## config.mk

```make
export PLATFORM = sky130hd
export DESIGN_NAME = lsr_line_status_regs
export DESIGN_NICKNAME = d
export VERILOG_FILES = /design/src/lsr_pkg.sv /design/src/lsr_line_status_regs.sv
export SDC_FILE = /design/constraint.sdc
export NUM_CORES = 1
export LEC_CHECK = 0
export BUFFER_PORTS_ARGS = -buffer_cell sky130_fd_sc_hd__buf_2
export CAP_MARGIN = 20
export CORE_MARGIN = 2
export CORE_UTILIZATION = 45
export CTS_CLUSTER_DIAMETER = 120
export DETAILED_ROUTE_END_ITERATION = 6
export GPL_TIMING_DRIVEN = 0
export SYNTH_ARGS = -nofsm -noshare
export SYNTH_HDL_FRONTEND = slang
export SYNTH_SLANG_ARGS = --single-unit
```

## constraint.sdc

```tcl
create_clock -name clk_i -period 5 [get_ports clk_i]
set_clock_uncertainty 0.1 [all_clocks]
set_input_delay 0.5 -clock clk_i [delete_from_list [all_inputs] [get_ports clk_i]]
set_output_delay 0.5 -clock clk_i [all_outputs]
set_load 0.005 [all_outputs]
```

## src/lsr_pkg.sv

```systemverilog
package lsr_pkg;

  // ==========================================================================
  // Register map
  localparam logic [7:0] LSR_OFS_OVL_BILL = 8'h11;
  localparam logic [7:0] LSR_OFS_RING_MODE = 8'h12;
  localparam logic [7:0] LSR_OFS_FAULT = 8'h13;
  localparam logic [7:0] LSR_OFS_IRQ_MASK = 8'h03;
  localparam logic [7:0] LSR_OFS_IRQ_STATUS = 8'h04;
  localparam logic [7:0] LSR_OFS_AUX_CTRL = 8'h18;

  // ==========================================================================
  // Field positions
  localparam int LSR_BIT_BILL_SEEN = 0;
  localparam int LSR_BIT_RX_OVL_STICKY = 1;
  localparam int LSR_BIT_BILL_ENABLE = 2;
  localparam int LSR_BIT_RING_RESV = 2;
  localparam int LSR_BIT_RING_FULLWAVE = 1;
  localparam int LSR_BIT_OVERCURRENT = 0;
  localparam int LSR_BIT_DROPOUT = 1;
  localparam int LSR_BIT_RX_OVL_LIVE = 2;
  localparam int LSR_BIT_IRQ_BILL = 0;
  localparam int LSR_BIT_IRQ_DROPOUT = 2;
  localparam int LSR_BIT_IRQ_OVERCURRENT = 3;
  localparam int LSR_BIT_IRQ_RX_OVL = 6;
  localparam int LSR_BIT_AUX_RING_VALID = 0;
  localparam int LSR_BIT_AUX_CURRENT_LIMIT_SELECT = 1;

  // Writable storage in the overload/billing register, bits 7:2
  localparam logic [7:0] LSR_OVL_BILL_RW_MASK = 8'hfc;
  localparam logic [7:0] LSR_IRQ_USED_MASK = 8'h4d;
  localparam logic [7:0] LSR_AUX_USED_MASK = 8'h03;

  // ==========================================================================
  // Reset values
  localparam logic [7:0] LSR_RST_OVL_BILL = 8'h00;
  localparam logic [7:0] LSR_RST_RING_MODE = 8'h00;
  localparam logic [7:0] LSR_RST_IRQ_MASK = 8'h00;
  localparam logic [7:0] LSR_RST_IRQ_STATUS = 8'h00;
  localparam logic [7:0] LSR_RST_AUX_CTRL = 8'h00;

  // ==========================================================================
  // Overcurrent thresholds and one-shot timing
  localparam logic [7:0] LSR_OVERCURRENT_MA_NORMAL = 8'd160;
  localparam logic [7:0] LSR_OVERCURRENT_MA_LIMITED = 8'd60;
  localparam longint LSR_CLK_HZ = 125000000;
  localparam longint LSR_ONESHOT_S = 5;
  localparam longint LSR_ONESHOT_CYCLES = LSR_ONESHOT_S * LSR_CLK_HZ;
  localparam int LSR_ONESHOT_W = 30;

  // ==========================================================================
  // Line-side event inputs, all asynchronous levels
  typedef struct packed {
    logic rx_below_ground;
    logic billing_event;
    logic ring_threshold;
    logic ring_envelope;
    logic ring_halfwave;
    logic ring_fullwave;
    logic offhook_settling;
    logic loop_current_flowing;
    logic offhook;
    logic line_side_enabled;
  } lsr_line_events_t;

  typedef enum logic [1:0] {
    LSR_OS_IDLE = 2'b01,
    LSR_OS_RUN = 2'b10
  } lsr_os_state_t;

endpackage

```

## src/lsr_line_status_regs.sv

```systemverilog
// Design decision made here: strobed register access.
`timescale 1ns/1ps
module lsr_line_status_regs #(
  parameter longint ONESHOT_CYCLES = lsr_pkg::LSR_ONESHOT_CYCLES
) (
  input wire logic clk_i,
  input wire logic reset_n_i,
  input wire logic [7:0] addr_i,
  input wire logic [7:0] wdata_i,
  input wire logic wr_i,
  input wire logic rd_i,
  output logic [7:0] rdata_o,
  input wire lsr_pkg::lsr_line_events_t events_i,
  input wire logic [7:0] loop_current_ma_i,
  output logic ring_detect_pin_o,
  output logic irq_o
);
  import lsr_pkg::*;

  // ==========================================================================
  // Reset release
  logic rst_meta_reg;
  logic rst_n;

  always_ff @(posedge clk_i or negedge reset_n_i) begin
    if (!reset_n_i) begin
      rst_meta_reg <= 1'b0;
      rst_n <= 1'b0;
    end else begin
      rst_meta_reg <= 1'b1;
      rst_n <= rst_meta_reg;
    end
  end

  // ==========================================================================
  // Input synchronisers
  lsr_line_events_t ev_meta_reg;
  lsr_line_events_t ev_sync_reg;

  always_ff @(posedge clk_i or negedge rst_n) begin
    if (!rst_n) begin
      ev_meta_reg <= '0;
      ev_sync_reg <= '0;
    end else begin
      ev_meta_reg <= events_i;
      ev_sync_reg <= ev_meta_reg;
    end
  end

  // Previous sample for edge detection, taken from the second stage only
  lsr_line_events_t ev_prev_reg;

  always_ff @(posedge clk_i or negedge rst_n) begin
    if (!rst_n) begin
      ev_prev_reg <= '0;
    end else begin
      ev_prev_reg <= ev_sync_reg;
    end
  end

  // ==========================================================================
  // Address decode
  wire sel_ovl_bill = (addr_i == LSR_OFS_OVL_BILL);
  wire sel_ring_mode = (addr_i == LSR_OFS_RING_MODE);
  wire sel_fault = (addr_i == LSR_OFS_FAULT);
  wire sel_irq_mask = (addr_i == LSR_OFS_IRQ_MASK);
  wire sel_irq_status = (addr_i == LSR_OFS_IRQ_STATUS);
  wire sel_aux = (addr_i == LSR_OFS_AUX_CTRL);

  wire wr_ovl_bill = wr_i && sel_ovl_bill;
  wire wr_ring_mode = wr_i && sel_ring_mode;
  wire wr_irq_mask = wr_i && sel_irq_mask;
  wire wr_aux = wr_i && sel_aux;
  wire rd_irq_status = rd_i && sel_irq_status;

  // ==========================================================================
  // Control storage
  logic [7:0] ctrl_reg;
  logic [7:0] ring_mode_reg;
  logic [7:0] irq_mask_reg;
  logic [7:0] aux_reg;

  wire billing_tone_enable = ctrl_reg[LSR_BIT_BILL_ENABLE];
  wire ring_fullwave_enable = ring_mode_reg[LSR_BIT_RING_FULLWAVE];
  wire ring_validation_enable = aux_reg[LSR_BIT_AUX_RING_VALID];
  wire current_limit_select = aux_reg[LSR_BIT_AUX_CURRENT_LIMIT_SELECT];

  // Only bits 2:1 are stored; everything else reads zero
  wire [7:0] ring_mode_next = {5'h00,
                               wdata_i[LSR_BIT_RING_RESV],
                               wdata_i[LSR_BIT_RING_FULLWAVE],
                               1'b0};

  always_ff @(posedge clk_i or negedge rst_n) begin
    if (!rst_n) begin
      ctrl_reg <= LSR_RST_OVL_BILL;
      ring_mode_reg <= LSR_RST_RING_MODE;
      irq_mask_reg <= LSR_RST_IRQ_MASK;
      aux_reg <= LSR_RST_AUX_CTRL;
    end else begin
      if (wr_ovl_bill) begin
        ctrl_reg <= wdata_i & LSR_OVL_BILL_RW_MASK;
      end
      if (wr_ring_mode) begin
        ring_mode_reg <= ring_mode_next;
      end
      if (wr_irq_mask) begin
        irq_mask_reg <= wdata_i & LSR_IRQ_USED_MASK;
      end
      if (wr_aux) begin
        aux_reg <= wdata_i & LSR_AUX_USED_MASK;
      end
    end
  end

  // ==========================================================================
  // Receive overload and billing tone flags
  logic rx_overload_sticky;
  logic rx_overload_sticky_next;
  logic billing_tone_seen;
  logic billing_tone_seen_next;

  wire rx_ovl_now = ev_sync_reg.rx_below_ground;
  // Only a written zero at this position clears; a one is a no-op
  wire rx_ovl_clear = wr_ovl_bill && !wdata_i[LSR_BIT_RX_OVL_STICKY];
  // Clearing the enable is the only way to drop the billing flag
  wire bill_clear = wr_ovl_bill && !wdata_i[LSR_BIT_BILL_ENABLE];
  // Detection is not functional while disabled
  wire bill_set = ev_sync_reg.billing_event && billing_tone_enable;

  // Set beats clear so an overload during the clear write is kept
  assign rx_overload_sticky_next = rx_ovl_now ||
                                   (rx_overload_sticky && !rx_ovl_clear);
  assign billing_tone_seen_next = bill_set ||
                                  (billing_tone_seen && !bill_clear);

  always_ff @(posedge clk_i or negedge rst_n) begin
    if (!rst_n) begin
      rx_overload_sticky <= 1'b0;
      billing_tone_seen <= 1'b0;
    end else begin
      rx_overload_sticky <= rx_overload_sticky_next;
      billing_tone_seen <= billing_tone_seen_next;
    end
  end

  // ==========================================================================
  // Live fault status
  logic rx_overload_live;
  logic supply_dropout_flag;
  logic loop_overcurrent_flag;

  // Settling counter is the only mask; billing enable plays no part
  wire rx_ovl_live_next = rx_ovl_now && !ev_sync_reg.offhook_settling;
  wire dropout_next = !ev_sync_reg.loop_current_flowing ||
                      (!ev_sync_reg.offhook &&
                       ev_sync_reg.line_side_enabled);
  wire [7:0] oc_threshold = current_limit_select ? LSR_OVERCURRENT_MA_LIMITED :
                                                   LSR_OVERCURRENT_MA_NORMAL;
  // Current value comes from on-chip sensing logic on this clock
  wire overcurrent_next = (loop_current_ma_i >= oc_threshold);

  always_ff @(posedge clk_i or negedge rst_n) begin
    if (!rst_n) begin
      rx_overload_live <= 1'b0;
      supply_dropout_flag <= 1'b0;
      loop_overcurrent_flag <= 1'b0;
    end else begin
      rx_overload_live <= rx_ovl_live_next;
      supply_dropout_flag <= dropout_next;
      loop_overcurrent_flag <= overcurrent_next;
    end
  end

  // ==========================================================================
  // Interrupt status
  logic [7:0] irq_status_reg;
  logic [7:0] irq_status_next;
  logic dropout_prev_reg;
  logic overcurrent_prev_reg;

  // Named interrupt events
  // Billing raises the interrupt once, on the flag's first set
  wire bill_first = bill_set && !billing_tone_seen;
  // Dropout and overcurrent interrupt on their rising edge only
  wire dropout_rise = supply_dropout_flag && !dropout_prev_reg;
  wire overcurrent_rise = loop_overcurrent_flag && !overcurrent_prev_reg;
  // Mirror of the sticky overload flag
  wire rx_ovl_irq_set = rx_ovl_now;

  wire [7:0] irq_set_vec;
  assign irq_set_vec[LSR_BIT_IRQ_BILL] = bill_first;
  assign irq_set_vec[1] = 1'b0;
  assign irq_set_vec[LSR_BIT_IRQ_DROPOUT] = dropout_rise;
  assign irq_set_vec[LSR_BIT_IRQ_OVERCURRENT] = overcurrent_rise;
  assign irq_set_vec[5:4] = 2'b00;
  assign irq_set_vec[LSR_BIT_IRQ_RX_OVL] = rx_ovl_irq_set;
  assign irq_set_vec[7] = 1'b0;

  // Mirror bit also drops on the sticky flag's zero write
  wire [7:0] irq_clr_vec;
  assign irq_clr_vec = rd_irq_status ? 8'hff :
                       (rx_ovl_clear ? 8'h40 : 8'h00);

  // ==========================================================================
  // Per-bit sticky status
  // Set wins over the read clear, so an event in the read cycle is not lost
  for (genvar b = 0; b < 8; b++) begin : g_irq_bit
    assign irq_status_next[b] = irq_set_vec[b] ||
                                (irq_status_reg[b] && !irq_clr_vec[b]);

    always_ff @(posedge clk_i or negedge rst_n) begin
      if (!rst_n) begin
        irq_status_reg[b] <= LSR_RST_IRQ_STATUS[b];
      end else begin
        irq_status_reg[b] <= irq_status_next[b];
      end
    end
  end

  // Previous live fault values for the rising-edge events
  always_ff @(posedge clk_i or negedge rst_n) begin
    if (!rst_n) begin
      dropout_prev_reg <= 1'b0;
      overcurrent_prev_reg <= 1'b0;
    end else begin
      dropout_prev_reg <= supply_dropout_flag;
      overcurrent_prev_reg <= loop_overcurrent_flag;
    end
  end

  logic irq_reg;

  always_ff @(posedge clk_i or negedge rst_n) begin
    if (!rst_n) begin
      irq_reg <= 1'b0;
    end else begin
      irq_reg <= |(irq_status_next & irq_mask_reg);
    end
  end

  assign irq_o = irq_reg;

  // ==========================================================================
  // Ring threshold one-shot
  lsr_os_state_t os_state_reg;
  lsr_os_state_t os_state_next;
  logic [LSR_ONESHOT_W-1:0] os_count_reg;
  logic [LSR_ONESHOT_W-1:0] os_count_next;

  localparam logic [LSR_ONESHOT_W-1:0] OS_LAST = ONESHOT_CYCLES[LSR_ONESHOT_W-1:0] - 1'b1;
  wire ring_cross = ev_sync_reg.ring_threshold && !ev_prev_reg.ring_threshold;
  wire os_done = (os_count_reg == OS_LAST);

  // Crossings inside a running pulse do not retrigger it
  always_comb begin
    os_state_next = os_state_reg;
    os_count_next = os_count_reg;
    case (os_state_reg)
      LSR_OS_IDLE: begin
        os_count_next = '0;
        if (ring_cross) begin
          os_state_next = LSR_OS_RUN;
        end
      end
      LSR_OS_RUN: begin
        if (os_done) begin
          os_state_next = LSR_OS_IDLE;
          os_count_next = '0;
        end else begin
          os_count_next = os_count_reg + 1'b1;
        end
      end
      default: begin
        os_state_next = LSR_OS_IDLE;
        os_count_next = '0;
      end
    endcase
  end

  always_ff @(posedge clk_i or negedge rst_n) begin
    if (!rst_n) begin
      os_state_reg <= LSR_OS_IDLE;
      os_count_reg <= '0;
    end else begin
      os_state_reg <= os_state_next;
      os_count_reg <= os_count_next;
    end
  end

  wire os_active = (os_state_reg == LSR_OS_RUN);

  // ==========================================================================
  // Ring detect pin selection
  wire ring_raw = ring_fullwave_enable ? ev_sync_reg.ring_fullwave :
                                         ev_sync_reg.ring_halfwave;
  wire ring_validated = ring_fullwave_enable ? os_active :
                                               ev_sync_reg.ring_envelope;
  wire ring_pin_next = ring_validation_enable ? ring_validated : ring_raw;

  logic ring_pin_reg;

  always_ff @(posedge clk_i or negedge rst_n) begin
    if (!rst_n) begin
      ring_pin_reg <= 1'b0;
    end else begin
      ring_pin_reg <= ring_pin_next;
    end
  end

  assign ring_detect_pin_o = ring_pin_reg;

  // ==========================================================================
  // Read path
  wire [7:0] ovl_bill_view = ctrl_reg |
                             {6'h00, rx_overload_sticky, billing_tone_seen};
  wire [7:0] fault_view = {5'h00, rx_overload_live,
                           supply_dropout_flag, loop_overcurrent_flag};

  wire [7:0] rd_mux = sel_ovl_bill ? ovl_bill_view :
                      sel_ring_mode ? ring_mode_reg :
                      sel_fault ? fault_view :
                      sel_irq_mask ? irq_mask_reg :
                      sel_irq_status ? irq_status_reg :
                      sel_aux ? aux_reg : 8'h00;

  logic [7:0] rdata_reg;

  // Data stands for exactly one cycle after the strobe
  always_ff @(posedge clk_i or negedge rst_n) begin
    if (!rst_n) begin
      rdata_reg <= 8'h00;
    end else begin
      rdata_reg <= rd_i ? rd_mux : 8'h00;
    end
  end

  assign rdata_o = rdata_reg;

  // Fault register has no write decode at all, so writes cannot reach it

endmodule

```

==> impl_results.md, run 1 <==
- Die width: 98.6 µm
- H-tree levels: 3
- Initial Util: 46.2%
- Largest cells by area after synthesis: dfrtp_1 58%, mux2_2 4.2%, nor2_1 3.4%
- CTS tree: done
- Synthesized area: 4030 µm²
- Global-route usage over all layers: 18.1%
- DR pass1 iterations: 4
- Clock root cell: clkbuf_8
- Pleak: 0.00204 µW
- Max FFs per register: 30
- Worst setup EP type: flip-flop
- Fin crit period: 2.42 ns
- Clock-pin slew on the worst setup and hold paths: 0.09 ns
- Placed cell areas: 4430 µm²
- GR Layer Usage met3: 4.82%
- Status: finished, final reports clean
- Syn_area_per_cell: between 10 and 15 µm²
- Number of clock sinks: 94
- Gr ovfl total: 0
- Nets: 446
- Max_slew headroom: 40.1%
- Sequential area share after synthesis: 58.4%
- Most common cell after layout, fill and taps aside: dfrtp_1
- Flops & latches, synth: 94
- Setup bufs post-CTS: 0
- Die Y: just under 100 µm
- Share of cells above drive strength 1: a little under a quarter
- Clock Tree Buf Depth: 2
- Setup TNS Final: 0 ns
- Worst setup SP type: flip-flop
- Max-slew violation count: 0
- Hold Path Class: in2reg
- Worst-margin pin slew: 0.892 ns
- Final Instance Area: 4630 µm²
- Finished Core Util: 53.1%
- TritonCTS Buffers: 9
- Crit path kind: reg2reg
- Post-Route WL: roughly 8000 µm
- Crit Path Max Fanout: 10
- Detailed-route via count: 2,776
- Row count: 34
- Worst path max stage delay: 0.46 ns
- Port Buffers: 46
- Final setup fails: 0
- Fill count: 767
- Final hold slack: roughly 0.14 ns
- DP HPWL: between 5000 and 6000 µm
- Async set or reset register ratio after synthesis: 100%
- # diodes: 0
- Vias in the first global route: 2,786
- GR Util met2: 29.7%
- Cells after Synth: 344
- Final ANT Viol Nets: 0
- Crit share post-route: 48.5%
- RSZ-0062 raised after global routing: false
- # IOs: 48
- DRC: 0
- Number of synthesized flops with an enable pin: 0
- MaxCap Viol Count: 0
- Pwr/cell area: 297 nW/µm²
- Initial antenna violation count: 0
- Peak supply drop: roughly 170 µV
- Final Wtd Congestion: 0.845
- Drt wl/cell: 15.6 µm
- Via density: 5.38
- Top Usage Layer GRT: met2
- Top achievable clock speed: 412 MHz
- Area leader, netlist: dfrtp_1
- GRT met1 Usage: 23.5%
- Yosys cell types: 58
- Top-area cell type share of the netlist area: 57.8%
- Clk Latency, worst-skew pair: 0.35 ns
- Die area: 9730 µm²
- CP max-delay cell: dfrtp_1
- Largest net degree at the start of global routing: 58
- Syn nets: between 300 and 400
- Initial drt markers: 115
- CP Data Required Time: 5.14 ns
- Commonest cells after routing, fill and taps aside: 92 x dfrtp_1, 48 x buf_2, 36 x nor2_1
- Yosys Warn Count: 0
- Crit path DAT: 2.56 ns
- Core ar.: a little under 9000 µm²
- Syn-to-layout area delta: 15.0%
- CP Cell Sequence: nor4bb_1 -> nand3_1 -> or3_1 -> o21ai_2 -> buf_2 -> nor2_1
- CTS resizes: 0
- Final Hold Vio Count: 0
- First-pass GRT wire length: 13,800 µm
- Prevailing post-synth register cell: dfrtp_1
[worst paths after layout]
path                                  from                 to  slack [ns]  depth (start not counted)
setup / recovery           os_count_reg[6]   os_count_reg[15]        2.58                          6
hold / removal                 events_i[3]     ev_meta_reg[3]        0.14                          1
setup reg to reg           os_count_reg[6]   os_count_reg[15]        2.58                          6
hold reg to reg                      rst_n     ev_meta_reg[6]        0.21                          0
max in group asynchronous            rst_n  irq_status_reg[7]        3.95                          1
min in group asynchronous            rst_n     ev_meta_reg[6]        0.21                          0
[where the power goes]
group | switching (µW) | total (µW) | internal, µW | leakage, µW
registers | 16.7 | 800 | 783 | 0.00121
logic | 38.6 | 72.5 | 33.9 | 0.000733
clock network | 264 | 501 | 237 | 0.0000985
total | 319 | 1370 | 1050 | 0.00204
[timing repair]
action,in CTS,in global routing
endpoints found under the setup margin,0,0
hold buffers,1,0
hold endpoints to repair,2,0
[cell families (layout without fill, tap and decap cells)]
| group | count (synthesis) | after routing | synth area share, % |
|---|---|---|---|
| compound gates | 35 | 35 | 6.24 |
| xor+xnor | 25 | 25 | 5.43 |
| fa+ha+maj | 5 | 5 | 1.55 |
| buf+inv | 14 | 78 | 1.65 |
| flops | 94 | 94 | 58.4 |
| mux | 16 | 16 | 4.75 |
| other cells | 1 | 1 | 0.0931 |
| simple gates | 154 | 154 | 21.9 |
[worst max-delay path, delay by kind of cell, from the launching register on]
family | cells | cell delay, ns
flip-flops | 1 | 0.46
AO/OA/AOI/OAI | 1 | 0.45
buffers and inverters | 1 | 0.32
AND/OR/NAND/NOR | 4 | 0.97
[synth_stat cells (3+ instances only)]
master and instances:
nor2_1 36, inv_1 6, nand4_1 18, nor4bb_1 3, and4_1 3, mux2_2 15, a21oi_1 7, nor3_1 6
or4_1 3, nor2b_1 6, xor2_1 14, a21boi_0 4, xnor2_1 11, dfrtp_1 93, o21ai_0 4, nand2_1 23
and2_1 7, a22oi_1 6, and3_1 10, clkbuf_1 3, ha_1 5, nand3_1 15, nor4_1 3
[per-stage QoR]
step                      setup slack [ns]  instances  power, µW
after detailed placement              2.48        499        889
final                                 2.58        516       1370
after floorplan                       2.09        344        849
after global routing                  2.38        516       1440
after global placement                1.08        498        884
after CTS                             2.52        516       1400
[metal layers]
metal | part of all wire (%) | vias to the layer above | wire length (µm)
li1 | - | 1343 | -
met3 | 3.5 | 8 | 280
met2 | 49 | 57 | 3980
met5 | 0 | - | 0
met1 | 46 | 1368 | 3690
met4 | 1.2 | 0 | 97
[layout make-up]
class / count / area (µm²) / area share (%)
flip-flops and latches: 94 / 2360 / 50.9
multi-input cells: 236 / 1610 / 34.7
repair buffers: 48 / 268 / 5.78
well taps: 108 / 135 / 2.92
clock buffers: 11 / 131 / 2.84
clock inverters: 5 / 65.1 / 1.40
plain buffers: 8 / 43.8 / 0.945
inverters: 6 / 22.5 / 0.486
No activity file was read; power rests on OpenSTA's default activity.
==> inputs of run 2 (changes only) <==
- clock period: 5 -> 2.5 ns (I/O delays scaled with it)
==> run 2 against run 1 <==
Net effect: combinational power grew 120%; worst hold slack lost 0.12 ns; die area is the same; utilization grew 1.2 points; sequential cell count is the same; register-to-register slack lost 2.4 ns; wire length shrank 1.5%.
==> impl_results.md, run 2 (same netlist as run 1, synthesis figures left out) <==
- Final ANT Viol Nets: 0 (unchanged)
- Cell Int Power: 2120 µW (+100%)
- Logic pwr share: 5.8% (+0.5 points)
- # diodes: 0 (unchanged)
- GR Layer Usage met3: 5.32% (+0.50 points)
- CTS tree: done
- Worst-margin pin slew: 0.732 ns (-0.159 ns)
- Post-Route WL: 7920 µm (-1.5%)
- Top Usage Layer GRT: met2
- Vias in the first global route: 2,867 (+2.9%)
- Worst setup SP type: flip-flop
- CP Data Required Time: 2.64 ns (-2.50 ns)
- Core ar.: 8720 µm² (unchanged)
- Pleak: 0.00208 µW (+2.0%)
- DR pass1 iterations: 4 (unchanged)
- CP Cell Sequence: nor4bb_1 -> nand3_1 -> or3_1 -> o21ai_4 -> buf_2 -> nor2_1
- Status: finished, final reports clean
- GRT met1 Usage: 23.5% (about the same)
- # IOs: 48 (unchanged)
- Crit path kind: reg2reg
- Sequential share of power: 57.9% (-0.3 points)
- Multi-input logic area: 1620 µm² (+0.47%)
- Placed cell areas: 4430 µm² (unchanged)
- Clk Latency, worst-skew pair: 0.35 ns (about the same)
- Number of clock sinks: 94 (unchanged)
- Setup TNS Final: 0 ns (unchanged)
- Clock-pin slew on the worst setup and hold paths: 0.09 ns (about the same)
- CP max-delay cell: or3_1
- Final Hold Vio Count: 0 (unchanged)
- DRC: 0 (unchanged)
- Setup bufs post-CTS: 0 (unchanged)
- Final setup fails: 0 (unchanged)
- Die area: 9730 µm² (unchanged)
- Row count: 34 (unchanged)
- TritonCTS Buffers: 9 (unchanged)
- Initial Util: 46.2% (unchanged)
- Global-route usage over all layers: 17.9% (-0.21 points)
- Crit path DAT: 2.43 ns (-0.13 ns)
- Max_slew headroom: 50.8% (+11 points)
- Worst setup EP type: flip-flop
- First-pass GRT wire length: 13,700 µm (-0.84%)
- Initial drt markers: 76 (-34%)
- H-tree levels: 3 (unchanged)
- MaxCap Viol Count: 0 (unchanged)
- Syn-to-layout area delta: 17.6%
- Buf/Inv on CP: 1 (unchanged)
- Fin crit period: 2.29 ns (-0.136 ns)
- Largest net degree at the start of global routing: 67 (+16%)
- Peak supply drop: 369 µV (+120%)
- Max-slew violation count: 0 (unchanged)
- Crit share post-route: 91.5% (+43 points)
- DP HPWL: 5460 µm (-2.4%)
- Gr ovfl total: 0 (unchanged)
- Pwr/cell area: 582 nW/µm² (+96%)
- Delay-heaviest family, CP: simple AND/OR/NAND/NOR gates
- Commonest cells after routing, fill and taps aside: 92 x dfrtp_1, 48 x buf_2, 36 x nor2_1
- GR Util met2: 29.3% (-0.42 points)
- RSZ-0062 raised after global routing: false
- Initial antenna violation count: 0 (unchanged)
- Worst path max stage delay: 0.48 ns (+0.02 ns)
- Die Y: 98.6 µm (unchanged)
- Final Wtd Congestion: 0.820 (-3.0%)
- Max FFs per register: 30 (unchanged)
- Final Non-Filler Cells: 526 (+1.9%)
- Top achievable clock speed: 437 MHz (+5.9%)
- Port Buffers: 46 (unchanged)
- Sequential cell area: 2360 µm² (unchanged)
- Final Instance Area: 4740 µm² (+2.3%)
- Die width: 98.6 µm (unchanged)
- P_sw: 642 µW (+100%)
- Sw frac: 23.3% (+0.039 points)
- Most common cell after layout, fill and taps aside: dfrtp_1
- Detailed-route via count: 2,833 (+2.1%)
- Share of cells above drive strength 1: 22.7% (-0.31 points)
- Clock Tree Buf Depth: 2 (unchanged)
- Via density: 5.39 (+0.11%)
- Hold Path Class: in2reg
- Clock root cell: clkbuf_8
- Clk network pwr share: 36.3% (-0.2 points)
- Crit Path Max Fanout: 10 (unchanged)
- Nets: 456 (+2.2%)
- Final Total Pwr: 2760 µW (+100%)
- Placed Cells incl. Taps: 499 (unchanged)
- Drt wl/cell: 15.1 µm (-3.4%)
- Fill count: 783 (+2.1%)
-- run 2: power groups by stage --
stage          Sequential (µW)  Clock [µW]  Combinational [µW]
2_1_floorplan             1630           0                64.2
3_3_place_gp              1650           0                 120
3_5_place_dp              1630           0                 149
4_1_cts                   1600        1040                 163
5_1_grt                   1610        1090                 183
6_report                  1600        1000                 160
-- run 2: area by class of cell --
| type | instances | area share, % |
|---|---|---|
| buffer | 8 | 0.924 |
| clock inverter | 6 | 1.45 |
| sequential | 94 | 49.7 |
| tap | 108 | 2.85 |
| inverter | 6 | 0.475 |
| multi-input combinational | 236 | 34.1 |
| timing repair buffer | 58 | 7.76 |
| clock buffer | 10 | 2.69 |
-- run 2: final timing paths --
check,start,end,slack (ns),cells after the start
setup reg to reg,os_count_reg[7],os_count_reg[17],0.21,6
hold / removal,wdata_i[5],ctrl_reg[5],0.02,2
setup / recovery,os_count_reg[7],os_count_reg[17],0.21,6
min in group asynchronous,reset_n_i,rst_n,0.10,2
hold reg to reg,rst_n,os_count_reg[23],0.15,0
max in group asynchronous,rst_n,irq_status_reg[3],1.51,1
-- run 2: layer usage --
metal,up-vias,routed length [µm]
met5,-,0
met4,0,82
met3,6,329
met2,62,3920
met1,1400,3590
li1,1365,-
-- run 2: per-stage QoR --
step	hold WS, ns	util, %	setup WS [ns]
final	0.0194	54.3	0.212
after CTS	0.00168	54.3	0.0541
after floorplan	-0.146	-	0.553
after detailed placement	-0.0629	50.7	0.0536
after global routing	0.00582	54.3	0.0861
after global placement	-0.0652	50.4	0.0877
-- run 2: timing repair --
item | CTS | global route
endpoints found under the setup margin | 0 | 10
endpoints found under the hold margin | 12 | 0
hold buffers | 11 | 0
gates resized for setup | 0 | 1
==> inputs of run 3 (changes only) <==
- ABC_AREA: unset -> 1
==> run 3 against run 2 <==
Net effect: first-iteration DRC count grew to 2.5 times the previous value; sequential share of layout area fell by 2.6 points; maximum frequency increased by 24%; non-clock buffer count decreased by 5; via count up 20%; area after synthesis increased by 5.9%; critical path depth rose by 3; combinational power about the same; critical path type unchanged.
==> impl_results.md, run 3 <==
- Clock root cell: clkbuf_8
- Area leader, netlist: dfrtp_1
- First-pass GRT wire length: 15,500 µm (+13%)
- Commonest cells after routing, fill and taps aside: 138 x nand2_1, 92 x dfrtp_1, 78 x nor2_1
- Number of clock sinks: 94 (unchanged)
- Drt wl/cell: 12.6 µm (-17%)
- Pwr/cell area: 555 nW/µm² (-4.7%)
- Crit path DAT: 2.00 ns (-0.43 ns)
- Yosys Warn Count: 0 (unchanged)
- Worst setup EP type: flip-flop
- Setup bufs post-CTS: 0 (unchanged)
- CP Data Required Time: 2.66 ns (+0.02 ns)
- Syn-to-layout area delta: 17.2%
- Pleak: 0.00227 µW (+9.0%)
- DRC: 0 (unchanged)
- Prevailing post-synth register cell: dfrtp_1
- Sequential area share after synthesis: 55.2% (-3.3 points)
- CP max-delay cell: dfrtp_1
- Die width: 101 µm (+2.8%)
- Peak supply drop: 366 µV (-0.58%)
- Top-area cell type share of the netlist area: 54.5% (-3.2 points)
- # IOs: 48 (unchanged)
- Yosys cell types: 35 (-40%)
- Worst path max stage delay: 0.40 ns (-0.08 ns)
- Max FFs per register: 30 (unchanged)
- Status: finished, final reports clean
- Syn_area_per_cell: 8.40 µm² (-28%)
- Core ar.: 9240 µm² (+6.0%)
- Flops & latches, synth: 94 (unchanged)
- # diodes: 0 (unchanged)
- Via density: 4.79 (-11%)
- Clock-pin slew on the worst setup and hold paths: 0.11 ns (+0.02 ns)
- Crit Path Max Fanout: 10 (unchanged)
- Syn nets: 551 (+42%)
- H-tree levels: 3 (unchanged)
- Setup TNS Final: 0 ns (unchanged)
- Crit path kind: reg2reg
- TritonCTS Buffers: 9 (unchanged)
- Clk Latency, worst-skew pair: 0.37 ns (+0.02 ns)
- Largest cells by area after synthesis: dfrtp_1 55%, nand2_1 12%, nor2_1 6.9%
- Finished Core Util: 54.1% (-0.24 points)
- Initial antenna violation count: 0 (unchanged)
- DR pass1 iterations: 4 (unchanged)
- Crit share post-route: 73.9% (-18 points)
- CTS tree: done
- Vias in the first global route: 3,333 (+16%)
- Share of cells above drive strength 1: 14.3% (-8.5 points)
- Top achievable clock speed: 542 MHz (+24%)
- Row count: 35 (+2.9%)
- Hold Path Class: in2reg
- Post-Route WL: 8930 µm (+13%)
- Top cells by count, synth: 138 x nand2_1, 93 x dfrtp_1, 78 x nor2_1
- Initial Util: 46.2% (about the same)
- Largest net degree at the start of global routing: 65 (-3.0%)
- CP Cell Sequence: ha_1 -> nand3_2 -> inv_2 -> nand2_1 -> nor2_1 -> nand3_2 -> nand2_4 -> buf_8 -> nor2_1
- Async set or reset register ratio after synthesis: 100% (unchanged)
- Global-route usage over all layers: 19.5% (+1.5 points)
- Final Wtd Congestion: 0.912 (+11%)
- Synthesized area: 4270 µm² (+5.9%)
- Top-count cell post-synth: nand2_1
- Nets: 620 (+36%)
- Max-slew violation count: 0 (unchanged)
- MaxCap Viol Count: 0 (unchanged)
- Final setup fails: 0 (unchanged)
- Detailed-route via count: 3,405 (+20%)
- Final ANT Viol Nets: 0 (unchanged)
- Die Y: 101 µm (+2.8%)
- Worst setup SP type: flip-flop
- Port Buffers: 46 (unchanged)
- Cells after Synth: 508 (+48%)
- Die area: 10,300 µm² (+5.7%)
- CTS resizes: 0 (unchanged)
- Number of synthesized flops with an enable pin: 0 (unchanged)
- Clock Tree Buf Depth: 2 (unchanged)
- Most common cell after layout, fill and taps aside: nand2_1
- RSZ-0062 raised after global routing: false
- Final Hold Vio Count: 0 (unchanged)
- DP HPWL: 6680 µm (+22%)
- Gr ovfl total: 0 (unchanged)
- Initial drt markers: 190 (+150%)
- Fin crit period: 1.85 ns (-0.442 ns)
[run 3: cell types whose count changed in the layout (fill, tap and decap cells not counted), moves of 9 or more]
cell,previous run,this run
and3_1,10,1
nor2_1,36,78
nand4_1,18,7
nand2_1,23,138
nor3_1,6,20
inv_1,6,60
o21ai_0,4,18
nand3_1,15,32
mux2_2,15,0
[run 3: kinds of logic (layout without fill, tap and decap cells)]
| family | Yosys count | count (layout) | share of synthesized area (%) |
|---|---|---|---|
| buffers and inverters | 66 | 140 | 6.19 |
| AOI/OAI and AO/OA | 36 | 36 | 4.52 |
| xor gates and xnor gates | 13 | 13 | 2.67 |
| other | 1 | 1 | 0.0879 |
| and+or+nand+nor | 293 | 293 | 29.9 |
| adders and majority gates | 5 | 5 | 1.47 |
| DFF | 94 | 94 | 55.2 |
[run 3: layer usage]
layer	vias up	part of all wire, %	GRT usage [%]
met1	1586	51	28.8
met4	0	1.2	5.41
met5	-	0	0
met3	11	3.7	3.59
met2	72	44	29.6
li1	1736	-	-
[run 3: report_power, final]
group / internal (µW) / switching [µW]
logic: 68.7 / 92.1
clock network: 398 / 610
registers: 1570 / 31.3
total: 2040 / 734
[run 3: per-stage QoR]
step           cells  total power [µW]  area, µm²  setup slack, ns  hold WS [ns]
3_3_place_gp     683              1770       4660            0.264       -0.0641
4_1_cts          711              2800       5000            0.637       0.00222
3_5_place_dp     684              1790       4690            0.653       -0.0606
6_report         711              2770       5000            0.653        0.0118
5_1_grt          711              2910       5000            0.479        0.0168
2_1_floorplan    508              1710       4270            0.819        -0.146
[run 3: area by class of cell]
cell class	count	area, µm²
buffer	3	22.5
clock buffer	9	124
clock inverter	7	76.3
fill	876	4240
inverter	63	241
multi-input combinational	348	1650
sequential	94	2360
tap	129	161
timing repair buffer	58	368
[run 3: final timing paths]
| check | startpoint | end | cells past startpoint | slack, ns |
|---|---|---|---|---|
| setup / recovery | os_count_reg[0] | os_count_reg[6] | 9 | 0.65 |
| hold / removal | wdata_i[2] | billing_tone_seen | 3 | 0.01 |
| setup reg to reg | os_count_reg[0] | os_count_reg[6] | 9 | 0.65 |
| hold reg to reg | rst_n | os_count_reg[9] | 0 | 0.16 |
| max in group asynchronous | rst_n | os_count_reg[22] | 1 | 1.49 |
| min in group asynchronous | reset_n_i | rst_n | 2 | 0.08 |
[run 3: what timing repair did]
item	CTS	global route
setup endpoints to repair	0	0
hold endpoints to repair	12	0
hold buffers	11	0
[run 3: worst max-delay path, delay by kind of cell (launching register included)]
family | cells | cell delay (ns)
simple gates | 6 | 0.77
buf+inv | 2 | 0.25
fa+ha+maj | 1 | 0.21
flops | 1 | 0.40
